**src/design/mgpe_cfg.svh**
```systemverilog
`ifndef MGPE_CFG_SVH
`define MGPE_CFG_SVH
`define MGPE_EVT_W 7
`define MGPE_TGT_W 6
`define MGPE_BLK_W 4
`define MGPE_TGT_MEDIA 6'h03
`define MGPE_BLK_MEDIA 4'h6
`define MGPE_TGT_GASKET 6'h04
`define MGPE_BLK_GASKET 4'h7
`define MGPE_EV_TB_EMPTY0 7'h54
`define MGPE_EV_TB_EMPTY2 7'h56
`define MGPE_EV_DPUSH_TB 7'h58
`define MGPE_EV_SPULL0_TB 7'h59
`define MGPE_EV_SPULL1_TB 7'h5a
`define MGPE_EV_CSR_WR 7'h5b
`define MGPE_EV_DPULL_RB 7'h5c
`define MGPE_EV_SPUSH_RB 7'h5d
`define MGPE_EV_CSR_RD 7'h5e
`define MGPE_EV_CSR_FWR 7'h5f
`define MGPE_EV_AUTOPUSH 7'h60
`define MGPE_EV_NULL_AP 7'h61
`define MGPE_EV_TX_SKIP 7'h62
`define MGPE_EV_RDY_FIRST 7'h63
`define MGPE_EV_RDY_LAST 7'h66
`define MGPE_EV_FCI_ENQ 7'h67
`define MGPE_EV_FCI_DEQ 7'h68
`define MGPE_EV_FCI_ERR 7'h69
`define MGPE_EV_FCI_SYNC 7'h6a
`define MGPE_EV_VPAR 7'h6b
`define MGPE_EV_HPAR 7'h6c
`define MGPE_EV_DIP4 7'h6d
`define MGPE_EV_DIP2 7'h6e
`define MGPE_EV_RXACT_FIRST 7'h70
`define MGPE_EV_RXACT_LAST 7'h73
`define MGPE_EV_TXACT_FIRST 7'h74
`define MGPE_EV_TXACT_LAST 7'h76
`define MGPE_EV_FCE_TX 7'h77
`define MGPE_EV_FCI_RX 7'h78
`define MGPE_EV_RXFIFO_ERR 7'h79
`define MGPE_EV_LCSR_EVEN 7'h0a
`define MGPE_EV_LCSR_ODD 7'h0b
`define MGPE_EV_LCSR_OR 7'h0c
`define MGPE_EV_PQ_FIRST 7'h0d
`define MGPE_EV_PQ_LAST 7'h1b
`define MGPE_EV_EMPTY_FIRST 7'h22
`define MGPE_EV_EMPTY_LAST 7'h2b
`define MGPE_EV_OQ_FULL 7'h29
`define MGPE_EV_HASH48 7'h2c
`define MGPE_EV_HASH128 7'h2e
`define MGPE_EV_FAST_INT 7'h2f
`define MGPE_EV_NORM_INT 7'h30
`define MGPE_NUM_PQ 5
`define MGPE_NUM_EMPTY 10
`define MGPE_PQ_STRIDE 7'h03
`define MGPE_EMPTY_RSV 7'h05
`endif

```
**src/design/mgpe_pkg.sv**
```systemverilog
package mgpe_pkg;
  typedef enum logic [1:0] {
    MGPE_RX_CSIX,
    MGPE_RX_SPI4,
    MGPE_RX_OFF
  } mgpe_rxmode_type;
  typedef struct packed {
    logic [1:0] sync_reg;
  } mgpe_sync_type;
  typedef struct packed {
    logic [2:0] sync_reg;
    logic pulse_reg;
  } mgpe_pcross_type;
endpackage : mgpe_pkg

```
**src/design/mgpe_level_sync.sv**
```systemverilog
`timescale 1ns/10ps
`default_nettype none
// Two-stage synchroniser for a level from another clock domain
module mgpe_level_sync
  import mgpe_pkg::*;
(
  input wire logic i_ref_clk, // core clock
  input wire logic i_reset, // sync reset
  input wire logic i_level, // foreign-domain level
  output logic o_level // synchronised level
);
  mgpe_sync_type st_reg;
  mgpe_sync_type st_next;
  always_comb begin
    st_next = st_reg;
    st_next.sync_reg = {st_reg.sync_reg[0], i_level};
    if (i_reset) begin
      st_next.sync_reg = 2'h0;
    end
  end
  always_ff @(posedge i_ref_clk) begin
    st_reg <= st_next;
  end
  assign o_level = st_reg.sync_reg[1];
endmodule : mgpe_level_sync
`default_nettype wire

```
**src/design/mgpe_pulse_cross.sv**
```systemverilog
`timescale 1ns/10ps
`default_nettype none
// Toggle from the foreign domain becomes a one-cycle core pulse
module mgpe_pulse_cross
  import mgpe_pkg::*;
(
  input wire logic i_ref_clk, // core clock
  input wire logic i_reset, // sync reset
  input wire logic i_toggle, // flips once per foreign event
  output logic o_pulse // one-cycle core pulse
);
  mgpe_pcross_type st_reg;
  mgpe_pcross_type st_next;
  always_comb begin
    st_next = st_reg;
    st_next.sync_reg = {st_reg.sync_reg[1:0], i_toggle};
    // Edge taken between stages two and three; stage one stays private
    st_next.pulse_reg = st_reg.sync_reg[2] ^ st_reg.sync_reg[1];
    if (i_reset) begin
      // Stages keep sampling, so a toggle left high gives no false pulse
      st_next.pulse_reg = 1'b0;
    end
  end
  always_ff @(posedge i_ref_clk) begin
    st_reg <= st_next;
  end
  assign o_pulse = st_reg.pulse_reg;
endmodule : mgpe_pulse_cross
`default_nettype wire

```
**src/design/mgpe_event_sel.sv**
```systemverilog
`timescale 1ns/10ps
`default_nettype none
`include "mgpe_cfg.svh"
// Functional notes
// - One pulse per quadword pushed from DRAM into the transmit buffer.
// - One pulse per longword from each SRAM pull path into transmit buffer.
// - One pulse per quadword pulled from receive buffer toward DRAM.
// - One pulse per longword pushed from receive buffer toward SRAM.
// - Transmit partition empty levels high while partition holds nothing.
// - Pulse on every receive autopush; separate pulse only for null ones.
// - Pulse when a transmit mpacket is dropped by its skip flag.
// - Four frame-ready levels shown only in CSIX receive mode.
// - Ingress queue error pulse on bad control frame, CSIX transmit only.
// - Pulse when ingress logic finds the ingress queue full on enqueue.
// - Parity pulses CSIX receive only; DIP pulses SPI-4 receive only.
// - Receive-active levels synchronised from media receive clock.
// - Transmit-active levels synchronised from media transmit clock.
// - Flow transmit-active level synchronised from its transmit clock.
// - Flow receive-active level synchronised from its receive clock.
// - Receive FIFO error toggle becomes one core pulse.
// - Gasket group selected by target 000100 and block 0111.
// - Return-data queue even, odd and either dequeue pulses.
// - Five push queues each give even, odd, either dequeue triples.
// - Command, data, pull empty flags and outbound queue full shown.
// - Separate pulses for 48, 64 and 128-bit hash commands.
// - Distinct pulses for fast and normal interrupts.
// - Media group selected by target 000011 and block 0110.
module mgpe_event_sel
  import mgpe_pkg::*;
(
  input wire logic i_ref_clk, // core clock, 40 MHz
  input wire logic i_reset, // sync reset, active high
  input wire logic [5:0] i_target_id, // monitor target select
  input wire logic [3:0] i_block_id, // monitor block select
  input wire logic [6:0] i_media_evt, // media event number
  input wire logic [6:0] i_gasket_evt, // gasket event number
  input wire logic i_csix_rx_mode, // receive side in CSIX mode
  input wire logic i_spi4_rx_mode, // receive side in SPI-4 mode
  input wire logic i_csix_tx_mode, // transmit side in CSIX mode
  input wire logic [2:0] i_tb_part_empty, // transmit partitions empty
  input wire logic i_dpush_tb_wr, // quadword written into transmit buffer
  input wire logic [1:0] i_spull_tb_wr, // longword from pull path 0/1
  input wire logic i_csr_wr, // register write strobe
  input wire logic i_dpull_rb_rd, // quadword read toward DRAM
  input wire logic i_spush_rb_rd, // longword read toward SRAM
  input wire logic i_csr_rd, // register read strobe
  input wire logic i_csr_fast_wr, // fast register write strobe
  input wire logic i_autopush, // receive autopush strobe
  input wire logic i_autopush_null, // that autopush is null
  input wire logic i_tx_skip, // mpacket dropped by skip flag
  input wire logic i_fabric_control_frame_ready, // fabric takes control
  input wire logic i_fabric_data_frame_ready, // fabric takes data
  input wire logic i_egress_control_frame_ready, // egress takes control
  input wire logic i_egress_data_frame_ready, // egress takes data
  input wire logic i_fci_enq, // ingress queue enqueue
  input wire logic i_fci_deq, // ingress queue dequeue
  input wire logic i_control_side_bus_vpar_err, // control bus vertical parity
  input wire logic i_control_side_bus_hpar_err, // control bus horizontal parity
  input wire logic i_control_side_bus_early_sof, // premature frame start
  input wire logic i_fci_enq_try, // ingress logic tries enqueue
  input wire logic i_fci_full, // ingress queue full
  input wire logic i_rx_vpar_err, // receive vertical parity
  input wire logic i_rx_hpar_err, // receive horizontal parity
  input wire logic i_rx_dip4_err, // receive DIP-4 error
  input wire logic i_rx_dip2_err, // receive DIP-2 error
  input wire logic [3:0] i_rx_active_mr, // rx active, media rx domain
  input wire logic [2:0] i_tx_valid_mt, // tx valid, media tx domain
  input wire logic i_fce_tx_valid, // flow tx valid, own domain
  input wire logic i_fci_rx_valid, // flow rx valid, own domain
  input wire logic i_rxfifo_err_tgl, // rx FIFO error toggle, rx domain
  input wire logic [1:0] i_lcsr_deq, // return queue even/odd dequeue
  input wire logic [9:0] i_pq_deq, // push queues {odd,even} per queue
  input wire logic [9:0] i_queue_empty, // empty/full flags, events 34-43
  input wire logic [2:0] i_hash_cmd, // 48/64/128-bit hash command
  input wire logic i_fast_int, // fast interrupt raised
  input wire logic i_norm_int, // normal interrupt raised
  output logic o_media_event, // selected media event
  output logic o_gasket_event // selected gasket event
);
  typedef struct packed {
    logic media_reg;
    logic gasket_reg;
  } mgpe_sel_type;
  mgpe_sel_type st_reg;
  mgpe_sel_type st_next;
  logic [3:0] rx_act;
  logic [2:0] tx_act;
  logic fce_tx_act;
  logic fci_rx_act;
  logic rxfifo_err;
  logic media_grp;
  logic gasket_grp;
  logic media_src;
  logic gasket_src;
  logic [6:0] pq_off;
  logic [6:0] em_off;
  logic [2:0] pq_idx;

  // Foreign-domain levels; the counts they feed are approximate
  genvar gi;
  generate
    for (gi = 0; gi < 4; gi++) begin : g_rx
      mgpe_level_sync u_rx (
        .i_ref_clk(i_ref_clk),
        .i_reset(i_reset),
        .i_level(i_rx_active_mr[gi]),
        .o_level(rx_act[gi])
      );
    end
    for (gi = 0; gi < 3; gi++) begin : g_tx
      mgpe_level_sync u_tx (
        .i_ref_clk(i_ref_clk),
        .i_reset(i_reset),
        .i_level(i_tx_valid_mt[gi]),
        .o_level(tx_act[gi])
      );
    end
  endgenerate
  mgpe_level_sync u_fce_tx (
    .i_ref_clk(i_ref_clk),
    .i_reset(i_reset),
    .i_level(i_fce_tx_valid),
    .o_level(fce_tx_act)
  );
  mgpe_level_sync u_fci_rx (
    .i_ref_clk(i_ref_clk),
    .i_reset(i_reset),
    .i_level(i_fci_rx_valid),
    .o_level(fci_rx_act)
  );
  mgpe_pulse_cross u_rxerr (
    .i_ref_clk(i_ref_clk),
    .i_reset(i_reset),
    .i_toggle(i_rxfifo_err_tgl),
    .o_pulse(rxfifo_err)
  );

  assign media_grp = (i_target_id == `MGPE_TGT_MEDIA) &&
                     (i_block_id == `MGPE_BLK_MEDIA);
  assign gasket_grp = (i_target_id == `MGPE_TGT_GASKET) &&
                      (i_block_id == `MGPE_BLK_GASKET);

  always_comb begin
    media_src = 1'b0;
    if (i_media_evt >= `MGPE_EV_TB_EMPTY0 &&
        i_media_evt <= `MGPE_EV_TB_EMPTY2) begin
      media_src = i_tb_part_empty[2'(i_media_evt - `MGPE_EV_TB_EMPTY0)];
    end else if (i_media_evt >= `MGPE_EV_RDY_FIRST &&
                 i_media_evt <= `MGPE_EV_RDY_LAST) begin
      case (2'(i_media_evt - `MGPE_EV_RDY_FIRST))
        2'h0: media_src = i_fabric_control_frame_ready;
        2'h1: media_src = i_fabric_data_frame_ready;
        2'h2: media_src = i_egress_control_frame_ready;
        default: media_src = i_egress_data_frame_ready;
      endcase
      media_src = media_src & i_csix_rx_mode;
    end else if (i_media_evt >= `MGPE_EV_RXACT_FIRST &&
                 i_media_evt <= `MGPE_EV_RXACT_LAST) begin
      media_src = rx_act[2'(i_media_evt - `MGPE_EV_RXACT_FIRST)];
    end else if (i_media_evt >= `MGPE_EV_TXACT_FIRST &&
                 i_media_evt <= `MGPE_EV_TXACT_LAST) begin
      media_src = tx_act[2'(i_media_evt - `MGPE_EV_TXACT_FIRST)];
    end else begin
      case (i_media_evt)
        `MGPE_EV_DPUSH_TB: media_src = i_dpush_tb_wr;
        `MGPE_EV_SPULL0_TB: media_src = i_spull_tb_wr[0];
        `MGPE_EV_SPULL1_TB: media_src = i_spull_tb_wr[1];
        `MGPE_EV_CSR_WR: media_src = i_csr_wr;
        `MGPE_EV_DPULL_RB: media_src = i_dpull_rb_rd;
        `MGPE_EV_SPUSH_RB: media_src = i_spush_rb_rd;
        `MGPE_EV_CSR_RD: media_src = i_csr_rd;
        `MGPE_EV_CSR_FWR: media_src = i_csr_fast_wr;
        `MGPE_EV_AUTOPUSH: media_src = i_autopush;
        `MGPE_EV_NULL_AP: media_src = i_autopush & i_autopush_null;
        `MGPE_EV_TX_SKIP: media_src = i_tx_skip;
        `MGPE_EV_FCI_ENQ: media_src = i_fci_enq;
        `MGPE_EV_FCI_DEQ: media_src = i_fci_deq;
        `MGPE_EV_FCI_ERR: media_src = i_csix_tx_mode &
          (i_control_side_bus_vpar_err | i_control_side_bus_hpar_err | i_control_side_bus_early_sof);
        `MGPE_EV_FCI_SYNC: media_src = i_fci_enq_try & i_fci_full;
        `MGPE_EV_VPAR: media_src = i_rx_vpar_err & i_csix_rx_mode;
        `MGPE_EV_HPAR: media_src = i_rx_hpar_err & i_csix_rx_mode;
        `MGPE_EV_DIP4: media_src = i_rx_dip4_err & i_spi4_rx_mode;
        `MGPE_EV_DIP2: media_src = i_rx_dip2_err & i_spi4_rx_mode;
        `MGPE_EV_FCE_TX: media_src = fce_tx_act;
        `MGPE_EV_FCI_RX: media_src = fci_rx_act;
        `MGPE_EV_RXFIFO_ERR: media_src = rxfifo_err;
        default: media_src = 1'b0;
      endcase
    end
  end

  // Push queues sit in triples starting at their first event number
  assign pq_off = i_gasket_evt - `MGPE_EV_PQ_FIRST;
  assign em_off = i_gasket_evt - `MGPE_EV_EMPTY_FIRST;
  assign pq_idx = 3'(pq_off / `MGPE_PQ_STRIDE);

  always_comb begin
    gasket_src = 1'b0;
    if (i_gasket_evt >= `MGPE_EV_PQ_FIRST &&
        i_gasket_evt <= `MGPE_EV_PQ_LAST) begin
      case (2'(pq_off % `MGPE_PQ_STRIDE))
        2'h0: gasket_src = i_pq_deq[{pq_idx, 1'b0}];
        2'h1: gasket_src = i_pq_deq[{pq_idx, 1'b1}];
        default: gasket_src = |i_pq_deq[{pq_idx, 1'b0} +: 2];
      endcase
    end else if (i_gasket_evt >= `MGPE_EV_EMPTY_FIRST &&
                 i_gasket_evt <= `MGPE_EV_EMPTY_LAST) begin
      // Slot 39 is reserved and reads low
      gasket_src = (em_off == `MGPE_EMPTY_RSV) ? 1'b0 :
                   i_queue_empty[4'(em_off)];
    end else if (i_gasket_evt >= `MGPE_EV_HASH48 &&
                 i_gasket_evt <= `MGPE_EV_HASH128) begin
      gasket_src = i_hash_cmd[2'(i_gasket_evt - `MGPE_EV_HASH48)];
    end else begin
      case (i_gasket_evt)
        `MGPE_EV_LCSR_EVEN: gasket_src = i_lcsr_deq[0];
        `MGPE_EV_LCSR_ODD: gasket_src = i_lcsr_deq[1];
        `MGPE_EV_LCSR_OR: gasket_src = |i_lcsr_deq;
        `MGPE_EV_FAST_INT: gasket_src = i_fast_int;
        `MGPE_EV_NORM_INT: gasket_src = i_norm_int;
        default: gasket_src = 1'b0;
      endcase
    end
  end

  always_comb begin
    st_next.media_reg = media_grp & media_src;
    st_next.gasket_reg = gasket_grp & gasket_src;
    if (i_reset) begin
      st_next = '0;
    end
  end
  always_ff @(posedge i_ref_clk) begin
    st_reg <= st_next;
  end
  assign o_media_event = st_reg.media_reg;
  assign o_gasket_event = st_reg.gasket_reg;

  AST_DPUSH: assert property (@(posedge i_ref_clk) disable iff (i_reset)
    media_grp && i_media_evt == `MGPE_EV_DPUSH_TB |=> o_media_event == $past(i_dpush_tb_wr))
    else $error("dpush event mismatch");
  AST_SPULL1: assert property (@(posedge i_ref_clk) disable iff (i_reset)
    media_grp && i_media_evt == `MGPE_EV_SPULL1_TB && i_spull_tb_wr[1] |=> o_media_event)
    else $error("spull1 event missed");
  AST_DPULL: assert property (@(posedge i_ref_clk) disable iff (i_reset)
    media_grp && i_media_evt == `MGPE_EV_DPULL_RB && i_dpull_rb_rd |=> o_media_event)
    else $error("dpull event missed");
  AST_TB_EMPTY: assert property (@(posedge i_ref_clk) disable iff (i_reset)
    media_grp && i_media_evt == `MGPE_EV_TB_EMPTY2 |=> o_media_event == $past(i_tb_part_empty[2]))
    else $error("partition empty mismatch");
  AST_NULL_AP: assert property (@(posedge i_ref_clk) disable iff (i_reset)
    i_media_evt == `MGPE_EV_NULL_AP && !i_autopush_null |=> !o_media_event)
    else $error("null autopush falsely counted");
  AST_RDY_MODE: assert property (@(posedge i_ref_clk) disable iff (i_reset)
    i_media_evt == `MGPE_EV_RDY_FIRST && !i_csix_rx_mode |=> !o_media_event)
    else $error("ready level outside CSIX rx");
  AST_DIP_MODE: assert property (@(posedge i_ref_clk) disable iff (i_reset)
    i_media_evt == `MGPE_EV_DIP4 && !i_spi4_rx_mode |=> !o_media_event)
    else $error("DIP error outside SPI-4 rx");
  AST_RXERR: assert property (@(posedge i_ref_clk) disable iff (i_reset)
    media_grp && i_media_evt == `MGPE_EV_RXFIFO_ERR && $changed(i_rxfifo_err_tgl)
    ##1 (media_grp && i_media_evt == `MGPE_EV_RXFIFO_ERR)[*3] |=> o_media_event)
    else $error("rx fifo error not crossed");
  AST_RESERVED: assert property (@(posedge i_ref_clk) disable iff (i_reset)
    i_media_evt == 7'h7a |=> !o_media_event)
    else $error("reserved event not low");
  AST_GRP_GATE: assert property (@(posedge i_ref_clk) disable iff (i_reset)
    !gasket_grp |=> !o_gasket_event)
    else $error("gasket event outside its group");
  AST_PQ_OR: assert property (@(posedge i_ref_clk) disable iff (i_reset)
    gasket_grp && i_gasket_evt == `MGPE_EV_PQ_LAST && i_pq_deq[8] |=> o_gasket_event)
    else $error("push queue 4 either missed");
  AST_FAST_INT: assert property (@(posedge i_ref_clk) disable iff (i_reset)
    gasket_grp && i_gasket_evt == `MGPE_EV_FAST_INT |=> o_gasket_event == $past(i_fast_int))
    else $error("fast interrupt mismatch");
  AST_SPUSH: assert property (@(posedge i_ref_clk)
    disable iff (i_reset) media_grp && i_media_evt == `MGPE_EV_SPUSH_RB &&
    i_spush_rb_rd |=> o_media_event)
    else $error("spush event missed");
  AST_TX_SKIP: assert property (@(posedge i_ref_clk)
    disable iff (i_reset) media_grp && i_media_evt == `MGPE_EV_TX_SKIP |=>
    o_media_event == $past(i_tx_skip))
    else $error("tx skip mismatch");
  AST_FCI_ERR_MODE: assert property (@(posedge i_ref_clk)
    disable iff (i_reset) i_media_evt == `MGPE_EV_FCI_ERR &&
    !i_csix_tx_mode |=> !o_media_event)
    else $error("ingress error outside CSIX tx");
  AST_FCI_SYNC: assert property (@(posedge i_ref_clk)
    disable iff (i_reset) media_grp && i_media_evt == `MGPE_EV_FCI_SYNC |=>
    o_media_event == $past(i_fci_enq_try && i_fci_full))
    else $error("ingress full error mismatch");
  AST_MEDIA_GATE: assert property (@(posedge i_ref_clk)
    disable iff (i_reset) !media_grp |=> !o_media_event)
    else $error("media event outside its group");
  AST_LCSR_OR: assert property (@(posedge i_ref_clk)
    disable iff (i_reset) gasket_grp && i_gasket_evt == `MGPE_EV_LCSR_OR |=>
    o_gasket_event == $past(|i_lcsr_deq))
    else $error("return queue either mismatch");
  AST_OQ_FULL: assert property (@(posedge i_ref_clk)
    disable iff (i_reset) gasket_grp && i_gasket_evt == `MGPE_EV_OQ_FULL |=>
    o_gasket_event ==
    $past(i_queue_empty[4'(`MGPE_EV_OQ_FULL - `MGPE_EV_EMPTY_FIRST)]))
    else $error("outbound full flag mismatch");
  AST_HASH128: assert property (@(posedge i_ref_clk)
    disable iff (i_reset) gasket_grp && i_gasket_evt == `MGPE_EV_HASH128 |=>
    o_gasket_event == $past(i_hash_cmd[2]))
    else $error("hash 128 mismatch");
  COV_TX_SKIP: cover property (@(posedge i_ref_clk)
    i_media_evt == `MGPE_EV_TX_SKIP && i_tx_skip ##1 o_media_event);
  COV_RXACT: cover property (@(posedge i_ref_clk) o_media_event && i_media_evt == `MGPE_EV_RXACT_FIRST);
  COV_HASH: cover property (@(posedge i_ref_clk) o_gasket_event && i_gasket_evt == `MGPE_EV_HASH128);
  COV_NULL_AP: cover property (@(posedge i_ref_clk)
    o_media_event && i_media_evt == `MGPE_EV_NULL_AP);
endmodule : mgpe_event_sel
`default_nettype wire

```
**config.mk**
```make
export PLATFORM = sky130hd
export DESIGN_NAME = mgpe_event_sel
export DESIGN_NICKNAME = d
export VERILOG_FILES = /design/src/design/mgpe_pkg.sv /design/src/design/mgpe_level_sync.sv /design/src/design/mgpe_pulse_cross.sv /design/src/design/mgpe_event_sel.sv
export VERILOG_INCLUDE_DIRS = /design/src /design/src/design
export SDC_FILE = /design/constraint.sdc
export NUM_CORES = 1
export LEC_CHECK = 0
export BUFFER_PORTS_ARGS = -buffer_cell sky130_fd_sc_hd__buf_2
export CAP_MARGIN = 20
export CORE_MARGIN = 5
export CORE_UTILIZATION = 40
export CTS_CLUSTER_DIAMETER = 100
export CTS_CLUSTER_SIZE = 28
export DETAILED_ROUTE_END_ITERATION = 8
export HOLD_SLACK_MARGIN = 0.06
export PLACE_DENSITY = 0.65
export SLEW_MARGIN = 20
export SYNTH_ARGS = -nofsm -noshare
export SYNTH_HDL_FRONTEND = slang
export SYNTH_SLANG_ARGS = --single-unit
```
**constraint.sdc**
```tcl
create_clock -name i_ref_clk -period 13.78 [get_ports i_ref_clk]
set_input_delay 0.689 -clock i_ref_clk [delete_from_list [all_inputs] [get_ports i_ref_clk]]
set_output_delay 0.689 -clock i_ref_clk [all_outputs]
set_load 0.01 [all_outputs]
```
==> metrics.txt <==
Synth area leaders=dfxtp_1, ha_1, nor2b_1; final cell count without fillers=549; PortBufs=96; Final nets=558; net switching power=105.4 uW; area grow syn2layout=18.05%; Arr. time, crit path=6180 ps; Ant. Diodes=0; placed cell area=0.003456 mm2; period utilization=0.4376; largest net degree at the start of global routing=33; synthesized instance count=378; status=finished clean; Setup TNS=0 ps; Initial Util=0.4119; Pint=174.8 uW; CP Class=in2reg; number of hold buffers added after CTS=0; Rel. slew slack=0.5040; Fmax=0.1658 GHz; I/O pins=97; Hold Path Class=reg2reg; post-synthesis xor/xnor area fraction=0.07370; RSZ-0062 raised after global routing=false; cell area after layout=0.003527 mm2; mux cell area share after synthesis=0.09841; Synth cell types=79; total congestion overflow=0; drt pass-1 iters=5; synth cell count leaders=nand2_1, dfxtp_1, a21oi_1, nor2b_1, nor2_1; clock skew=0.5907 ps; Max-cap violations=0; Core Footprint=0.007253 mm2; sequential area share after synthesis=0.1608; Worst Setup End Kind=flip-flop; Switching Fraction=0.3762; Initial DRC Count=144; top-count cell post-synth=nand2_1; leak pwr=0.001484 uW; Pwr per Cell Area=79.46 mW/mm2; clock share of power=0.219; placed cell count=545; VDD IR-drop max=69.67 uV; total CTS buffers=3; clock insertion delay at the later pin of the skew report=260 ps; Final Setup Violations=0; clk buf depth=2; # Post-CTS Setup Buffers=0; DP HPWL=6321 um; Worst-Margin Slew=738.7 ps; CTS tree=done; CTS Sinks=24; vias in the first global route=2764; sequential share of power=0.261; crit path max fanout=21; post-synthesis adder-cell area fraction=0.05360; area leader, netlist=dfxtp_1; die width=96.43 um; simple-gate share of the synthesized area=0.2437; DRT antenna net count=0; post-CTS sizing=0; Worst-path clk slew=90 ps; syn avg cell area=7.904 um2; max reg flops=8; Primary FF master, synth=dfxtp_1; share of cells above drive strength 1=0.2800; Yosys top cell area share=0.1608; critical path startpoint category=primary input; vias=3053; FP Rows=31; Final Hold Fails=0; residual DRC count=0; power share of the combinational group=0.520; syn_nets=485; die area=0.009298 mm2; Compound-Gate Fraction of Synth Area=0.3019; initial antenna violation count=0; Post-synth EDFFs=0; fin crit period=6030 ps; Final Wtd Congestion=0.8537; Via density=5.561; Synth Cell Area=0.002988 mm2; Die Y=96.43 um; final wirelength=7959 um; CTS root buf=clkbuf_8; async set-reset flop share out of synthesis=0; GR Util All Layers=0.1665; combinational family with the most area after synthesis=compound AO/OA/AOI/OAI gates; Routed WL per cell=14.50 um; WP data required=13930 ps; first-pass GRT wire length=12890 um; final slew viol count=0; H-tree levels=1; total of warnings raised by yosys=0; Seq cells post-synth=24
power by group through the flow:
stage	clock (uW)	sequential [uW]	combinational [uW]
after floorplan	0	74.5	112
after global placement	0	74.7	143
after detailed placement	0	74.8	144
after CTS	63.1	73.2	145
after global routing	65.8	73.5	161
final	61.5	73.1	146
cells by family after synthesis:
kind of cell | count (synthesis)
adder cells (fa/ha/maj) | 13
XOR/XNOR | 19
AO/OA/AOI/OAI | 122
flip-flops | 24
buffers and inverters | 45
multiplexers | 22
AND/OR/NAND/NOR | 133
layout make-up:
class | count | area (um2)
Fill cell | 724 | 3726
Multi-Input combinational cell | 309 | 2305
Sequential cell | 24 | 480.5
Timing Repair Buffer | 96 | 480.5
Tap cell | 99 | 123.9
Inverter | 17 | 66.31
Clock buffer | 3 | 41.29
Clock inverter | 1 | 30.03
cell usage in the layout (no fill, tap or decap), types with 4 or more instances in the layout:
| cell | n |
|---|---|
| nand2_1 | 29 |
| ha_1 | 12 |
| nor2b_1 | 23 |
| mux2i_1 | 11 |
| nand3_1 | 10 |
| o21ai_0 | 18 |
| a211oi_1 | 9 |
| nand2b_1 | 7 |
| nor3_1 | 14 |
| nor2_1 | 19 |
| a31oi_1 | 11 |
| inv_1 | 16 |
| buf_2 | 96 |
| dfxtp_1 | 24 |
| nand4_1 | 5 |
| nor3b_1 | 6 |
| a21oi_1 | 23 |
| mux4_2 | 5 |
| xnor2_1 | 13 |
| o31ai_1 | 4 |
| o22ai_1 | 10 |
critical path, cell delays in order:
cell	delay [ps]
buf_2	380
inv_1	230
ha_1	420
and3b_1	510
o211a_4	250
inv_4	50
ha_1	350
xnor3_1	490
a21oi_1	300
a31oi_1	120
o22ai_1	350
o21ai_2	140
xnor2_1	320
inv_1	80
ha_1	210
a211oi_4	380
o221ai_4	220
mux2_1	370
a31oi_1	170
o221ai_1	130
worst paths after layout:
kind	startpoint	end	slack [ps]	depth (start not counted)
worst max-delay path	i_gasket_evt[0]	o_gasket_event	7750	20
worst min-delay path	u_rxerr.st_next[2]	u_rxerr.st_next[3]	340	0
worst max register to register	u_rxerr.o_pulse	o_media_event	12040	10
worst min register to register	u_rxerr.st_next[2]	u_rxerr.st_next[3]	340	0
metrics by stage:
stage | util | setup slack, ps | power, uW | hold slack [ps]
6_report | 0.4863 | 7750 | 280.3 | 337.5
5_1_grt | 0.4863 | 7390 | 300.1 | 341.8
4_1_cts | 0.4863 | 7772 | 281.0 | 335.1
3_5_place_dp | 0.4765 | 7507 | 218.9 | 313.6
3_3_place_gp | 0.4765 | 7752 | 217.4 | 309.7
2_1_floorplan | - | 8774 | 187.0 | 309.6
layer usage:
metal,vias to the layer above,GRT usage,part of all wire,routed length [um]
li1,1571,-,-,-
met1,1353,0.2636,0.48,3804
met2,123,0.2501,0.45,3608
met3,6,0.01162,0.062,491
met4,0,0.02336,0.0068,54
met5,-,0,0,0
Power figures use the tool's default switching activity.
